**src/vil_defs.svh**
```systemverilog
// Register indices, field positions, reset values and vectors of the interrupt logic.
// Assumes a 32-bit Wishbone slave: byte address = 4 * register index.
`ifndef VIL_DEFS_SVH
`define VIL_DEFS_SVH

// Register indices
`define VIL_IDX_TIMER0_STATUS 6'h05
`define VIL_IDX_CPU_STATUS 6'h06
`define VIL_IDX_CORE_STATUS 6'h07
`define VIL_IDX_FLAGS_TWO 6'h10
`define VIL_IDX_ENABLES_TWO 6'h11
`define VIL_IDX_FLAGS_ONE 6'h16
`define VIL_IDX_ENABLES_ONE 6'h17

// CPU status, timer0 status and core status fields
`define VIL_DISABLE_BIT 4
`define VIL_PIN_POL_BIT 7
`define VIL_CNT_SEL_BIT 6
`define VIL_PEND_BIT 7
`define VIL_CNT_FLAG_BIT 6
`define VIL_T0_FLAG_BIT 5
`define VIL_PIN_FLAG_BIT 4
`define VIL_GRP_EN_BIT 3

// First peripheral flag register fields
`define VIL_NOTIFY_BIT 7
`define VIL_T3_BIT 6
`define VIL_T2_BIT 5
`define VIL_T1_BIT 4
`define VIL_CAP2_BIT 3
`define VIL_CAP1_BIT 2
`define VIL_TX_BIT 1
`define VIL_RX_BIT 0

// Second peripheral flag register fields
`define VIL_SSP_BIT 7
`define VIL_BCOL_BIT 6
`define VIL_ADC_BIT 5
`define VIL_CAP4_BIT 3
`define VIL_CAP3_BIT 2

// Reset values and writable masks
`define VIL_FLAGS_RST 8'h02
`define VIL_FLAGS_ONE_WMASK 8'hfc
`define VIL_FLAGS_TWO_WMASK 8'hec
`define VIL_ENABLES_TWO_WMASK 8'hef
`define VIL_TIMER0_WMASK 8'hc0

// Vector addresses
`define VIL_VEC_RESET 16'h0000
`define VIL_VEC_PIN 16'h0008
`define VIL_VEC_T0 16'h0010
`define VIL_VEC_CNT 16'h0018
`define VIL_VEC_PERI 16'h0020

`endif

```
**src/vil_pkg.sv**
```systemverilog
// Types shared by the interrupt logic.
// Assumes vil_defs.svh holds all numeric constants.
package vil_pkg;
  typedef enum logic [2:0] {
    SEQ_IDLE = 3'b001,
    SEQ_ENTRY = 3'b010,
    SEQ_EXIT = 3'b100
  } vil_seq_t;
endpackage : vil_pkg

```
**src/vil_edge_det.sv**
```systemverilog
// Edge detector with selectable polarity for one pin.
// Assumes the pin is already synchronous to clk_i.
`timescale 1ns/10ps
module vil_edge_det (
  // Clock and reset
  input wire logic clk_i,
  input wire logic rst_i,
  // Pin and polarity
  input wire logic pin_i,
  input wire logic rise_i,
  output logic edge_o
);
  logic prev_q;

  always_ff @(posedge clk_i) begin
    if (rst_i) begin
      prev_q <= pin_i; // Pin level, so release gives no false edge
    end else begin
      prev_q <= pin_i;
    end
  end

  // Rising when select is set, falling otherwise
  assign edge_o = rise_i ? (pin_i & ~prev_q) : (~pin_i & prev_q);
endmodule : vil_edge_det

```
**src/vil_prio_sel.sv**
```systemverilog
// Fixed priority selector of the four interrupt vectors.
// Assumes req_i bit 0 is the highest priority source.
`timescale 1ns/10ps
`include "vil_defs.svh"
module vil_prio_sel (
  // Requests
  input wire logic [3:0] req_i,
  // Winner
  output logic [3:0] grant_o,
  output logic [15:0] vec_o
);
  always_comb begin
    grant_o = 4'h0;
    vec_o = `VIL_VEC_PERI;
    if (req_i[0]) begin
      grant_o = 4'h1;
      vec_o = `VIL_VEC_PIN;
    end else if (req_i[1]) begin
      grant_o = 4'h2;
      vec_o = `VIL_VEC_T0;
    end else if (req_i[2]) begin
      grant_o = 4'h4;
      vec_o = `VIL_VEC_CNT;
    end else if (req_i[3]) begin
      grant_o = 4'h8;
    end
  end
endmodule : vil_prio_sel

```
**src/vil_irq_top.sv**
```systemverilog
// Vectored interrupt logic: flag, enable and core status registers, priority and entry/exit.
// Assumes synchronous inputs, a Wishbone classic master and a CPU sequencer holding the stack.
`timescale 1ns/10ps
`include "vil_defs.svh"
module vil_irq_top
  import vil_pkg::*;
(
  // Clock and reset
  input wire logic clk_i,
  input wire logic rst_i,
  // Wishbone slave
  input wire logic wb_cyc_i,
  input wire logic wb_stb_i,
  input wire logic wb_we_i,
  input wire logic [7:0] wb_adr_i,
  input wire logic [3:0] wb_sel_i,
  input wire logic [31:0] wb_dat_i,
  output logic [31:0] wb_dat_o,
  output logic wb_ack_o,
  // External pins
  input wire logic pin_edge_i,
  input wire logic counter_pin_i,
  // Peripheral events
  input wire logic timer0_ovf_i,
  input wire logic change_mismatch_i,
  input wire logic capture1_select_i,
  input wire logic timer3_ovf_i,
  input wire logic timer3_period_roll_i,
  input wire logic timer2_period_roll_i,
  input wire logic timer1_wide_mode_i,
  input wire logic timer1_period_roll_i,
  input wire logic timer21_period_roll_i,
  input wire logic [3:0] capture_i,
  input wire logic [1:0] usart_tx_empty_i,
  input wire logic [1:0] usart_rx_full_i,
  input wire logic ssp_event_i,
  input wire logic bus_collision_i,
  input wire logic conversion_done_i,
  // CPU sequencer
  input wire logic instr_end_i,
  input wire logic return_from_irq_i,
  input wire logic [15:0] stack_top_i,
  output logic stack_push_o,
  output logic stack_pop_o,
  output logic pc_load_o,
  output logic [15:0] pc_val_o,
  output logic global_irq_disable_o,
  output logic wake_o
);
  // Register state
  logic global_irq_disable_q;
  logic [7:0] timer0_status_q;
  logic [2:0] core_flags_q;
  logic [3:0] core_enables_q;
  logic [7:0] peripheral_flags_one_q;
  logic [7:0] peripheral_flags_two_q;
  logic [7:0] peripheral_enables_one_q;
  logic [7:0] peripheral_enables_two_q;
  logic reset_vec_q;
  vil_seq_t seq_q;

  // Bus decode
  logic bus_req, wr_en;
  logic [5:0] idx;
  assign bus_req = wb_cyc_i & wb_stb_i & ~wb_ack_o;
  assign wr_en = bus_req & wb_we_i & wb_sel_i[0];
  assign idx = wb_adr_i[7:2];

  logic wr_core, wr_cpu, wr_timer0, wr_flags_one, wr_flags_two, wr_enables_one, wr_enables_two;
  assign wr_core = wr_en && (idx == `VIL_IDX_CORE_STATUS);
  assign wr_cpu = wr_en && (idx == `VIL_IDX_CPU_STATUS);
  assign wr_timer0 = wr_en && (idx == `VIL_IDX_TIMER0_STATUS);
  assign wr_flags_one = wr_en && (idx == `VIL_IDX_FLAGS_ONE);
  assign wr_flags_two = wr_en && (idx == `VIL_IDX_FLAGS_TWO);
  assign wr_enables_one = wr_en && (idx == `VIL_IDX_ENABLES_ONE);
  assign wr_enables_two = wr_en && (idx == `VIL_IDX_ENABLES_TWO);

  // Pin edges, one detector per pin
  logic [1:0] pin_vec, pol_vec, edge_vec;
  assign pin_vec = {counter_pin_i, pin_edge_i};
  assign pol_vec = {timer0_status_q[`VIL_CNT_SEL_BIT], timer0_status_q[`VIL_PIN_POL_BIT]};
  genvar g;
  generate
    for (g = 0; g < 2; g++) begin : g_edge
      vil_edge_det u_edge (
        .clk_i(clk_i),
        .rst_i(rst_i),
        .pin_i(pin_vec[g]),
        .rise_i(pol_vec[g]),
        .edge_o(edge_vec[g])
      );
    end
  endgenerate

  // Core flag sets: {counter pin, timer0, pin}
  logic [2:0] core_set;
  assign core_set = {edge_vec[1], timer0_ovf_i, edge_vec[0]};

  // Peripheral flag sets
  logic t3_evt, t1_evt;
  logic [7:0] flags_one_set, flags_two_set;
  assign t3_evt = capture1_select_i ? timer3_ovf_i : timer3_period_roll_i;
  assign t1_evt = timer1_wide_mode_i ? timer21_period_roll_i : timer1_period_roll_i;
  always_comb begin
    flags_one_set = 8'h00;
    flags_one_set[`VIL_NOTIFY_BIT] = change_mismatch_i;
    flags_one_set[`VIL_T3_BIT] = t3_evt;
    flags_one_set[`VIL_T2_BIT] = timer2_period_roll_i;
    flags_one_set[`VIL_T1_BIT] = t1_evt;
    flags_one_set[`VIL_CAP2_BIT] = capture_i[1];
    flags_one_set[`VIL_CAP1_BIT] = capture_i[0];
    flags_two_set = 8'h00;
    flags_two_set[`VIL_SSP_BIT] = ssp_event_i;
    flags_two_set[`VIL_BCOL_BIT] = bus_collision_i;
    flags_two_set[`VIL_ADC_BIT] = conversion_done_i;
    flags_two_set[`VIL_CAP4_BIT] = capture_i[3];
    flags_two_set[`VIL_CAP3_BIT] = capture_i[2];
  end

  // Peripheral pending, combined over both register pairs
  logic [15:0] peri_terms;
  logic peripheral_pending;
  assign peri_terms = {peripheral_flags_two_q & peripheral_enables_two_q,
                       peripheral_flags_one_q & peripheral_enables_one_q};
  assign peripheral_pending = |peri_terms;

  // Requests and priority
  logic [3:0] req;
  logic [3:0] grant;
  logic [15:0] vec;
  assign req[0] = core_flags_q[0] & core_enables_q[0];
  assign req[1] = core_flags_q[1] & core_enables_q[1];
  assign req[2] = core_flags_q[2] & core_enables_q[2];
  assign req[3] = peripheral_pending & core_enables_q[`VIL_GRP_EN_BIT];

  vil_prio_sel u_prio (
    .req_i(req),
    .grant_o(grant),
    .vec_o(vec)
  );

  logic can_vector, accept, reset_take, ret_take;
  assign can_vector = (seq_q == SEQ_IDLE) && instr_end_i && !global_irq_disable_q;
  assign reset_take = can_vector && reset_vec_q;
  assign accept = can_vector && !reset_vec_q && (|req);
  assign ret_take = (seq_q == SEQ_IDLE) && return_from_irq_i && !accept && !reset_take;

  // Enable clear racing a set flag while interrupts are on
  logic [3:0] cur_flags, new_en;
  logic hazard;
  assign cur_flags = {peripheral_pending, core_flags_q | core_set};
  assign new_en = wb_dat_i[3:0];
  assign hazard = wr_core && !global_irq_disable_q &&
                  |(core_enables_q & ~new_en & cur_flags);

  // Entry/exit sequence
  always_ff @(posedge clk_i) begin
    if (rst_i) begin
      seq_q <= SEQ_IDLE;
    end else begin
      case (seq_q)
        SEQ_IDLE: begin
          if (accept) begin
            seq_q <= SEQ_ENTRY;
          end else if (ret_take) begin
            seq_q <= SEQ_EXIT;
          end
        end
        SEQ_ENTRY: seq_q <= SEQ_IDLE;
        SEQ_EXIT: seq_q <= SEQ_IDLE;
        default: seq_q <= SEQ_IDLE;
      endcase
    end
  end

  // CPU side strobes
  always_ff @(posedge clk_i) begin
    if (rst_i) begin
      stack_push_o <= 1'b0;
      stack_pop_o <= 1'b0;
      pc_load_o <= 1'b0;
      pc_val_o <= `VIL_VEC_RESET;
    end else begin
      stack_push_o <= accept;
      stack_pop_o <= ret_take;
      pc_load_o <= accept | ret_take | reset_take;
      if (accept) begin
        pc_val_o <= vec;
      end else if (ret_take) begin
        pc_val_o <= stack_top_i;
      end else if (reset_take) begin
        pc_val_o <= `VIL_VEC_RESET;
      end
    end
  end

  // Global disable; hardware set on entry wins over a software write
  always_ff @(posedge clk_i) begin
    if (rst_i) begin
      global_irq_disable_q <= 1'b1;
    end else if (accept || reset_take) begin
      global_irq_disable_q <= 1'b1;
    end else if (ret_take) begin
      global_irq_disable_q <= 1'b0;
    end else if (wr_cpu) begin
      global_irq_disable_q <= wb_dat_i[`VIL_DISABLE_BIT];
    end
  end

  always_ff @(posedge clk_i) begin
    if (rst_i) begin
      reset_vec_q <= 1'b0;
    end else if (hazard) begin
      reset_vec_q <= 1'b1;
    end else if (reset_take) begin
      reset_vec_q <= 1'b0;
    end
  end

  // Core flags and enables; a new edge beats both hardware and software clears
  always_ff @(posedge clk_i) begin
    if (rst_i) begin
      core_flags_q <= 3'h0;
      core_enables_q <= 4'h0;
    end else begin
      if (wr_core) begin
        core_enables_q <= new_en;
        core_flags_q <= wb_dat_i[`VIL_CNT_FLAG_BIT:`VIL_PIN_FLAG_BIT] | core_set;
      end else begin
        core_flags_q <= (core_flags_q & ~(accept ? grant[2:0] : 3'h0)) | core_set;
      end
    end
  end

  always_ff @(posedge clk_i) begin
    if (rst_i) begin
      timer0_status_q <= 8'h00;
    end else if (wr_timer0) begin
      timer0_status_q <= wb_dat_i[7:0] & `VIL_TIMER0_WMASK;
    end
  end

  // Mask held as a net so its upper six bits can be sliced
  logic [7:0] flags_two_mask;
  assign flags_two_mask = `VIL_FLAGS_TWO_WMASK;

  // Peripheral flags; USART bits follow the hardware, set wins over clear
  always_ff @(posedge clk_i) begin
    if (rst_i) begin
      peripheral_flags_one_q <= `VIL_FLAGS_RST;
      peripheral_flags_two_q <= `VIL_FLAGS_RST;
    end else begin
      peripheral_flags_one_q[7:2] <= (wr_flags_one ? wb_dat_i[7:2] : peripheral_flags_one_q[7:2])
                                     | flags_one_set[7:2];
      peripheral_flags_two_q[7:2] <= ((wr_flags_two ? wb_dat_i[7:2] : peripheral_flags_two_q[7:2])
                                     | flags_two_set[7:2]) & flags_two_mask[7:2];
      peripheral_flags_one_q[`VIL_TX_BIT] <= usart_tx_empty_i[0];
      peripheral_flags_one_q[`VIL_RX_BIT] <= usart_rx_full_i[0];
      peripheral_flags_two_q[`VIL_TX_BIT] <= usart_tx_empty_i[1];
      peripheral_flags_two_q[`VIL_RX_BIT] <= usart_rx_full_i[1];
    end
  end

  always_ff @(posedge clk_i) begin
    if (rst_i) begin
      peripheral_enables_one_q <= 8'h00;
      peripheral_enables_two_q <= 8'h00;
    end else begin
      if (wr_enables_one) begin
        peripheral_enables_one_q <= wb_dat_i[7:0];
      end
      if (wr_enables_two) begin
        peripheral_enables_two_q <= wb_dat_i[7:0] & `VIL_ENABLES_TWO_WMASK;
      end
    end
  end

  // Wake on enabled pin or counter pin flag or any enabled peripheral flag (not timer0), independent of global disable
  always_ff @(posedge clk_i) begin
    if (rst_i) begin
      wake_o <= 1'b0;
    end else begin
      wake_o <= req[0] | req[2] | peripheral_pending;
    end
  end

  assign global_irq_disable_o = global_irq_disable_q;

  // Read mux; unmapped words read zero
  logic [7:0] rd_byte;
  always_comb begin
    case (idx)
      `VIL_IDX_CORE_STATUS: rd_byte = {peripheral_pending, core_flags_q, core_enables_q};
      `VIL_IDX_CPU_STATUS: rd_byte = {3'h0, global_irq_disable_q, 4'h0};
      `VIL_IDX_TIMER0_STATUS: rd_byte = timer0_status_q;
      `VIL_IDX_FLAGS_ONE: rd_byte = peripheral_flags_one_q;
      `VIL_IDX_FLAGS_TWO: rd_byte = peripheral_flags_two_q;
      `VIL_IDX_ENABLES_ONE: rd_byte = peripheral_enables_one_q;
      `VIL_IDX_ENABLES_TWO: rd_byte = peripheral_enables_two_q;
      default: rd_byte = 8'h00;
    endcase
  end

  // One wait state: ack the cycle after the request, drop it next
  always_ff @(posedge clk_i) begin
    if (rst_i) begin
      wb_ack_o <= 1'b0;
      wb_dat_o <= 32'h0;
    end else begin
      wb_ack_o <= bus_req;
      if (bus_req && !wb_we_i) begin
        wb_dat_o <= {24'h0, rd_byte};
      end
    end
  end

  AST_DISABLE_AFTER_RESET: assert property (@(posedge clk_i) disable iff (rst_i)
    $fell(rst_i) |-> global_irq_disable_o) else $error("global disable clear after reset");
  AST_ENTRY_ACTIONS: assert property (@(posedge clk_i) disable iff (rst_i)
    accept |=> global_irq_disable_o && stack_push_o && pc_load_o)
    else $error("entry did not push, load and disable");
  AST_RETURN_ACTIONS: assert property (@(posedge clk_i) disable iff (rst_i)
    ret_take |=> !global_irq_disable_o && stack_pop_o && pc_val_o == $past(stack_top_i))
    else $error("return did not restore pc or enable");
  AST_BLOCKED_WHEN_DISABLED: assert property (@(posedge clk_i) disable iff (rst_i)
    global_irq_disable_q |=> !stack_push_o) else $error("vectored while disabled");
  AST_PIN_TOP_PRIORITY: assert property (@(posedge clk_i) disable iff (rst_i)
    accept && req[0] |=> pc_val_o == `VIL_VEC_PIN) else $error("pin edge not first");
  AST_PERI_VECTOR: assert property (@(posedge clk_i) disable iff (rst_i)
    accept && req == 4'h8 |=> pc_val_o == `VIL_VEC_PERI ##1 !stack_push_o)
    else $error("peripheral vector wrong");
  AST_CAPTURE_SETS: assert property (@(posedge clk_i) disable iff (rst_i)
    capture_i[0] |=> peripheral_flags_one_q[`VIL_CAP1_BIT]) else $error("capture flag lost");
  AST_TX_FOLLOWS: assert property (@(posedge clk_i) disable iff (rst_i)
    ##1 peripheral_flags_one_q[`VIL_TX_BIT] == $past(usart_tx_empty_i[0]))
    else $error("tx flag not hardware driven");
  AST_CORE_AUTOCLEAR: assert property (@(posedge clk_i) disable iff (rst_i)
    accept && grant[1] && !timer0_ovf_i && !wr_core |=> !core_flags_q[1])
    else $error("timer0 flag not cleared on vectoring");
endmodule : vil_irq_top

```
**config.mk**
```make
export PLATFORM = sky130hd
export DESIGN_NAME = vil_irq_top
export DESIGN_NICKNAME = d
export VERILOG_FILES = /design/src/vil_pkg.sv /design/src/vil_edge_det.sv /design/src/vil_prio_sel.sv /design/src/vil_irq_top.sv
export VERILOG_INCLUDE_DIRS = /design/src
export SDC_FILE = /design/constraint.sdc
export NUM_CORES = 1
export LEC_CHECK = 0
export BUFFER_PORTS_ARGS = -buffer_cell sky130_fd_sc_hd__buf_2
export CAP_MARGIN = 30
export CORE_ASPECT_RATIO = 0.8
export CORE_MARGIN = 2
export CORE_UTILIZATION = 52
export CTS_CLUSTER_SIZE = 28
export DETAILED_ROUTE_END_ITERATION = 6
export MAX_ROUTING_LAYER = met4
export PLACE_DENSITY_LB_ADDON = 0.15
export SKIP_CTS_REPAIR_TIMING = 1
export SYNTH_ARGS = -nofsm -noshare
export SYNTH_HDL_FRONTEND = slang
export SYNTH_SLANG_ARGS = --single-unit
```
**constraint.sdc**
```tcl
create_clock -name clk_i -period 5 [get_ports clk_i]
set_clock_uncertainty 0.15 [all_clocks]
set_input_delay 0.75 -clock clk_i [delete_from_list [all_inputs] [get_ports clk_i]]
set_output_delay 0.75 -clock clk_i [all_outputs]
set_load 0.02 [all_outputs]
```
### Word level (Yosys, flattened, before mapping)

Index checks and enable logic that the tools add are counted.

* output and inout bits: 54
* input port bits: 89
* word-level logic and storage cells: 121
* register bits: 76

* reduce and logical (&&, ||, !) cells: 34
* mux-type cells: 24
* equal/unequal tests: 8
* bitwise logic cells: 34

Operators by type and width (number)
* $mux 16: 5
* $pmux 8 s7: 1
* $eq 6x5->1 const B: 4
* $eq 6x3->1 const B: 3
* $logic_and 1x1->1: 18
* $mux 6: 3
* $and 8x8->8: 2
* $reduce_or 16->1: 1
* $mux 3: 5
* $and 1x1->1: 12
* $or 6x6->6: 2
* $or 3x3->3: 3
* $and 4x4->4: 2
* $mux 1: 8
* $reduce_or 4->1: 2
* $not 1->1: 6
* $reduce_bool 2->1: 3
* $logic_not 1->1: 5
* $mux 2: 2
* $not 4->4: 1
* $or 1x1->1: 4
* $reduce_or 2->1: 2
* $and 3x3->3: 1
* $eq 3x1->1 const B: 1
* other kinds (4): 4

### Longest topological paths before layout

* depth in word-level cells: 10
* gate-level depth with buffers: 6

### By module

A second synthesis with hierarchy kept.

* cell total of the unflattened synthesis: 433
* area total of the unflattened synthesis: 3951.3 µm²

Modules (own cells, without submodules)
* vil_irq_top: cells an instance 402, area each 3711.1 µm², sequential area each 1461.4 µm², instances 1
* vil_prio_sel: cells an instance 23, area each 155.1 µm², sequential area each 0.0 µm², instances 1
* vil_edge_det: cells an instance 4, area each 42.5 µm², sequential area each 20.0 µm², instances 2

### Least setup slack after synthesis

Ideal clock, no wire load.

* path kind: input -> register
* start point: input port wb_adr_i[5]
* end point: register peripheral_enables_two_q[6]
* slack: 2885 ps
* required time: 4722 ps
* arrival: 1837 ps
* stages: 6
* path buffers: 1
* cells stage by stage: nor2_2 nand3_4 or3_1 buf_2 mux2i_1 nor2_1

* word-level cells in the longest chain between the ends: 2

RTL lines
* start: declaration: RTL line vil_irq_top.sv:15 `input wire logic [7:0] wb_adr_i,`
* $eq 6x5->1
* $logic_and 1x1->1: RTL line vil_irq_top.sv:76 `` assign wr_enables_two = wr_en && (idx == `VIL_IDX_ENABLES_TWO); ``
* end signal: assignment: RTL line vil_irq_top.sv:273 `` peripheral_enables_two_q <= wb_dat_i[7:0] & `VIL_ENABLES_TWO_WMASK; ``
* end: declaration: RTL line vil_irq_top.sv:58 `logic [7:0] peripheral_enables_two_q;`

No other way between the ends.
A chain may end at the register's enable or synchronous reset.

### Final worst setup path

* start point: input port wb_stb_i
* end point: register peripheral_enables_one_q[4]

* word-level cells in the longest chain between the ends: 5

RTL lines
* start: declaration: RTL line vil_irq_top.sv:13 `input wire logic wb_stb_i,`
* $and 1x1->1 (2 in series): RTL line vil_irq_top.sv:65 `assign bus_req = wb_cyc_i & wb_stb_i & ~wb_ack_o;`
* $and 1x1->1 (2 in series): RTL line vil_irq_top.sv:66 `assign wr_en = bus_req & wb_we_i & wb_sel_i[0];`
* $logic_and 1x1->1: RTL line vil_irq_top.sv:75 `` assign wr_enables_one = wr_en && (idx == `VIL_IDX_ENABLES_ONE); ``
* end signal: assignment: RTL line vil_irq_top.sv:270 `peripheral_enables_one_q <= wb_dat_i[7:0];`
* end: declaration: RTL line vil_irq_top.sv:57 `logic [7:0] peripheral_enables_one_q;`

No other way between the ends.

==> impl_metrics.prom <==
# TYPE chip_impl_metric gauge
chip_impl_info{name="status",value="finished, final reports clean"} 1
chip_impl_metric{name="place_ws",unit="ps"} 2500
chip_impl_metric{name="dieWidth",unit="µm"} 97.3
chip_impl_metric{name="nFillCells",unit=""} 638
chip_impl_metric{name="stdcell_area",unit="mm²"} 0.00423
chip_impl_metric{name="ys_seq_elements",unit=""} 75
chip_impl_metric{name="detail_route.wl_per_cell",unit="µm"} 14.6
chip_impl_metric{name="pin_count",unit=""} 143
chip_impl_metric{name="route.antenna.remaining_nets",unit=""} 0
chip_impl_metric{name="num_antenna_cells",unit=""} 0
chip_impl_metric{name="first_pass_iters",unit=""} 4
chip_impl_metric{name="netSwitchingFraction",unit=""} 0.246
chip_impl_info{name="end_kind",value="register"} 1
chip_impl_metric{name="ys_warn_count",unit=""} 0
chip_impl_metric{name="synth_top_area_share",unit=""} 0.414
chip_impl_metric{name="vias_per_cell",unit=""} 5.31
chip_impl_metric{name="place.detailed.hpwl",unit="mm"} 6.23
chip_impl_metric{name="detailedRoute.firstIterationViolations",unit=""} 262
chip_impl_metric{name="data_arrival_time_of_the_worst_path",unit="ps"} 2220
chip_impl_metric{name="detailroute.via_count",unit=""} 3043
chip_impl_metric{name="power_frac_clock",unit=""} 0.407
chip_impl_metric{name="cp.required",unit="ps"} 5040
chip_impl_metric{name="finalWorstSetupSlack",unit="ps"} 2820
chip_impl_info{name="critPathLaunchType",value="input port"} 1
chip_impl_metric{name="max_freq",unit="MHz"} 459
chip_impl_metric{name="syn-instance-count",unit=""} 401
chip_impl_metric{name="total_leakage_power",unit="nW"} 1.95
chip_impl_metric{name="maxSlewViolCount",unit=""} 0
chip_impl_metric{name="clk_latency",unit="ps"} 350
chip_impl_metric{name="slew_headroom",unit=""} 0.318
chip_impl_metric{name="ctsHtreeMaxLevel",unit=""} 3
chip_impl_metric{name="cap_viol_max_count",unit=""} 0
chip_impl_metric{name="post_route_wl",unit="mm"} 8.36
chip_impl_metric{name="grt_usage",unit=""} 0.229
chip_impl_metric{name="avgSynthCellArea",unit="µm²"} 9.04
chip_impl_metric{name="worst_margin_pin_slew",unit="ps"} 1020
chip_impl_metric{name="fin_crit",unit="ps"} 2180
chip_impl_metric{name="comb_power_share",unit=""} 0.116
chip_impl_metric{name="ys_seq_area_frac",unit=""} 0.414
chip_impl_metric{name="globalplace.congestion",unit=""} 0.950
chip_impl_metric{name="p_total",unit="mW"} 1.33
chip_impl_metric{name="p_sw",unit="mW"} 0.327
chip_impl_metric{name="setup-violations-final",unit=""} 0
chip_impl_metric{name="grt_pass1_wl",unit="mm"} 13.5
chip_impl_metric{name="cts_made_buffers",unit=""} 9
chip_impl_info{name="rsz0062_at_grt",value="false"} 1
chip_impl_metric{name="worst_setup_hold_path_clk_slew",unit="ps"} 70
chip_impl_metric{name="synth_area",unit="mm²"} 0.00362
chip_impl_metric{name="finalSetupTns",unit="ps"} 0
chip_impl_metric{name="floorplan.rows",unit=""} 27
chip_impl_metric{name="final_nets",unit=""} 571
chip_impl_metric{name="dpl-instance-area",unit="mm²"} 0.00400
chip_impl_metric{name="synth_async_sr_flop_share",unit=""} 0
chip_impl_info{name="cts_root_buffer",value="sky130_fd_sc_hd__clkbuf_8"} 1
chip_impl_info{name="post-synth-top-area-cell",value="sky130_fd_sc_hd__dfxtp_1"} 1
chip_impl_metric{name="ctsLongestPathBuffers",unit=""} 2
chip_impl_metric{name="floorplan.die.height",unit="µm"} 78.7
chip_impl_info{name="yosys-top-cells-area",value="sky130_fd_sc_hd__dfxtp_1 41%, sky130_fd_sc_hd__mux2i_1 9.9%, sky130_fd_sc_hd__nand2_1 5.8%, sky130_fd_sc_hd__buf_4 5.2%, sky130_fd_sc_hd__a21oi_1 4.4%"} 1
chip_impl_metric{name="drc",unit=""} 0
chip_impl_metric{name="ir_drop",unit="µV"} 181
chip_impl_metric{name="synth-edff-count",unit=""} 0
chip_impl_metric{name="clock_sinks",unit=""} 75
chip_impl_info{name="synth_commonest_cells",value="75 x sky130_fd_sc_hd__dfxtp_1, 56 x sky130_fd_sc_hd__nand2_1, 36 x sky130_fd_sc_hd__mux2i_1"} 1
chip_impl_metric{name="floorplan.core_area",unit="mm²"} 0.00682
chip_impl_metric{name="start_util",unit=""} 0.531
chip_impl_info{name="cts_tree",value="yes"} 1
chip_impl_info{name="timing_worst_setup_path_type",value="in -> reg"} 1
chip_impl_metric{name="area.growth.synth_to_final",unit="%"} 16.7
chip_impl_info{name="dominant_register_cell_in_the_synthesized_netlist",value="sky130_fd_sc_hd__dfxtp_1"} 1
chip_impl_metric{name="cellInternalPower",unit="mW"} 1.00
chip_impl_metric{name="final_layout_size_suffix_gt1_frac",unit=""} 0.276
chip_impl_metric{name="grt_max_degree",unit=""} 53
chip_impl_metric{name="fp.dieArea",unit="mm²"} 0.00766
chip_impl_metric{name="fin_crit_sh",unit=""} 0.435
chip_impl_metric{name="pwr_density_cell",unit="mW/mm²"} 315
chip_impl_metric{name="grt_pass1_vias",unit=""} 2756
chip_impl_metric{name="synth.lib_cells_used.distinct",unit=""} 62
chip_impl_metric{name="path_max_fanout",unit=""} 8
chip_impl_metric{name="grt_remaining_overflow",unit=""} 0
chip_impl_metric{name="power.sequential.fraction",unit=""} 0.478
chip_impl_metric{name="final_count_of_hold_timing_violations",unit=""} 0
chip_impl_metric{name="antenna_found_initial",unit=""} 0
chip_impl_info{name="timing.hold.worst.class",value="reg -> reg"} 1
chip_impl_metric{name="io_buffer_count",unit=""} 89
chip_impl_info{name="synth_most_common_cell",value="sky130_fd_sc_hd__dfxtp_1"} 1
worst max-delay path, stage by stage:
cell and delay [ps]:
sky130_fd_sc_hd__buf_2 90, sky130_fd_sc_hd__and3b_1 200, sky130_fd_sc_hd__nand3_1 240, sky130_fd_sc_hd__or3_1 650, sky130_fd_sc_hd__mux2i_1 240, sky130_fd_sc_hd__nor2_1 60
logic make-up after synthesis:
| kind of cell | after synthesis | synth area share |
|---|---|---|
| buffers and inverters | 53 | 0.0849 |
| other | 1 | 0.00103 |
| AO/OA/AOI/OAI | 88 | 0.177 |
| AND/OR/NAND/NOR | 142 | 0.202 |
| multiplexers | 42 | 0.121 |
| flip-flops | 75 | 0.414 |
sequential cells by signal, summed over array words and instances, names as in the netlist, 3 cells and up:
signal and count:
core_enables_q 4, core_flags_q 3, pc_val_o 16, peripheral_enables_one_q 8, peripheral_enables_two_q 7, peripheral_flags_one_q 8, peripheral_flags_two_q 7, seq_q 3
wb_dat_o 8
worst paths after layout:
path                                               start                                        to  slack, ps  cells past startpoint
worst max-delay path                            wb_stb_i  peripheral_enables_one_q[4]$_SDFFE_PP0P_       2820                      6
worst max register to register       wb_ack_o$_SDFF_PP0_  peripheral_enables_one_q[4]$_SDFFE_PP0P_       2950                      5
worst min register to register  pc_val_o[0]$_SDFFE_PP0P_                  pc_val_o[0]$_SDFFE_PP0P_        310                      2
worst min-delay path            pc_val_o[0]$_SDFFE_PP0P_                  pc_val_o[0]$_SDFFE_PP0P_        310                      2
power groups by stage:
stage               Clock (mW)  Combinational [mW]  Sequential [mW]
CTS                      0.550               0.154            0.635
global placement             0               0.152            0.649
detailed placement           0               0.154            0.649
finish                   0.541               0.154            0.636
floorplan                    0               0.104            0.658
global route             0.577               0.170            0.639
metal layers:
layer / track usage / up-vias / wire, µm
met5: - / - / 0
met4: 0.0472 / 0 / 31
met3: 0.0659 / 4 / 652
met2: 0.338 / 110 / 3760
met1: 0.316 / 1394 / 3910
li1: - / 1535 / -
final cells by class:
cell class / count / area [µm²] / area share
Inverter: 11 / 41.3 / 0.00976
Clock inverter: 5 / 103 / 0.0243
Clock buffer: 10 / 128 / 0.0302
Tap cell: 87 / 109 / 0.0257
Multi-Input combinational cell: 296 / 1900 / 0.450
Sequential cell: 75 / 1500 / 0.355
Timing Repair Buffer: 89 / 445 / 0.105
cell usage in the layout (no fill, tap or decap), types with 9 or more instances in the layout:
cell                        n
sky130_fd_sc_hd__nand3_1   14
sky130_fd_sc_hd__conb_1    24
sky130_fd_sc_hd__a22oi_1   11
sky130_fd_sc_hd__dfxtp_1   75
sky130_fd_sc_hd__nor2_1    31
sky130_fd_sc_hd__buf_2     89
sky130_fd_sc_hd__clkbuf_8   9
sky130_fd_sc_hd__nand2_1   56
sky130_fd_sc_hd__inv_1     10
sky130_fd_sc_hd__a21oi_1   32
sky130_fd_sc_hd__mux2i_1   36
through the flow:
step / utilization / hold slack (ps) / std cells
after floorplan: - / 309 / 424
after global placement: 0.586 / 289 / 558
after detailed placement: 0.586 / 299 / 558
after CTS: 0.620 / 311 / 573
after global routing: 0.620 / 329 / 573
final: 0.620 / 305 / 573
(Power assumes the default switching activity.)
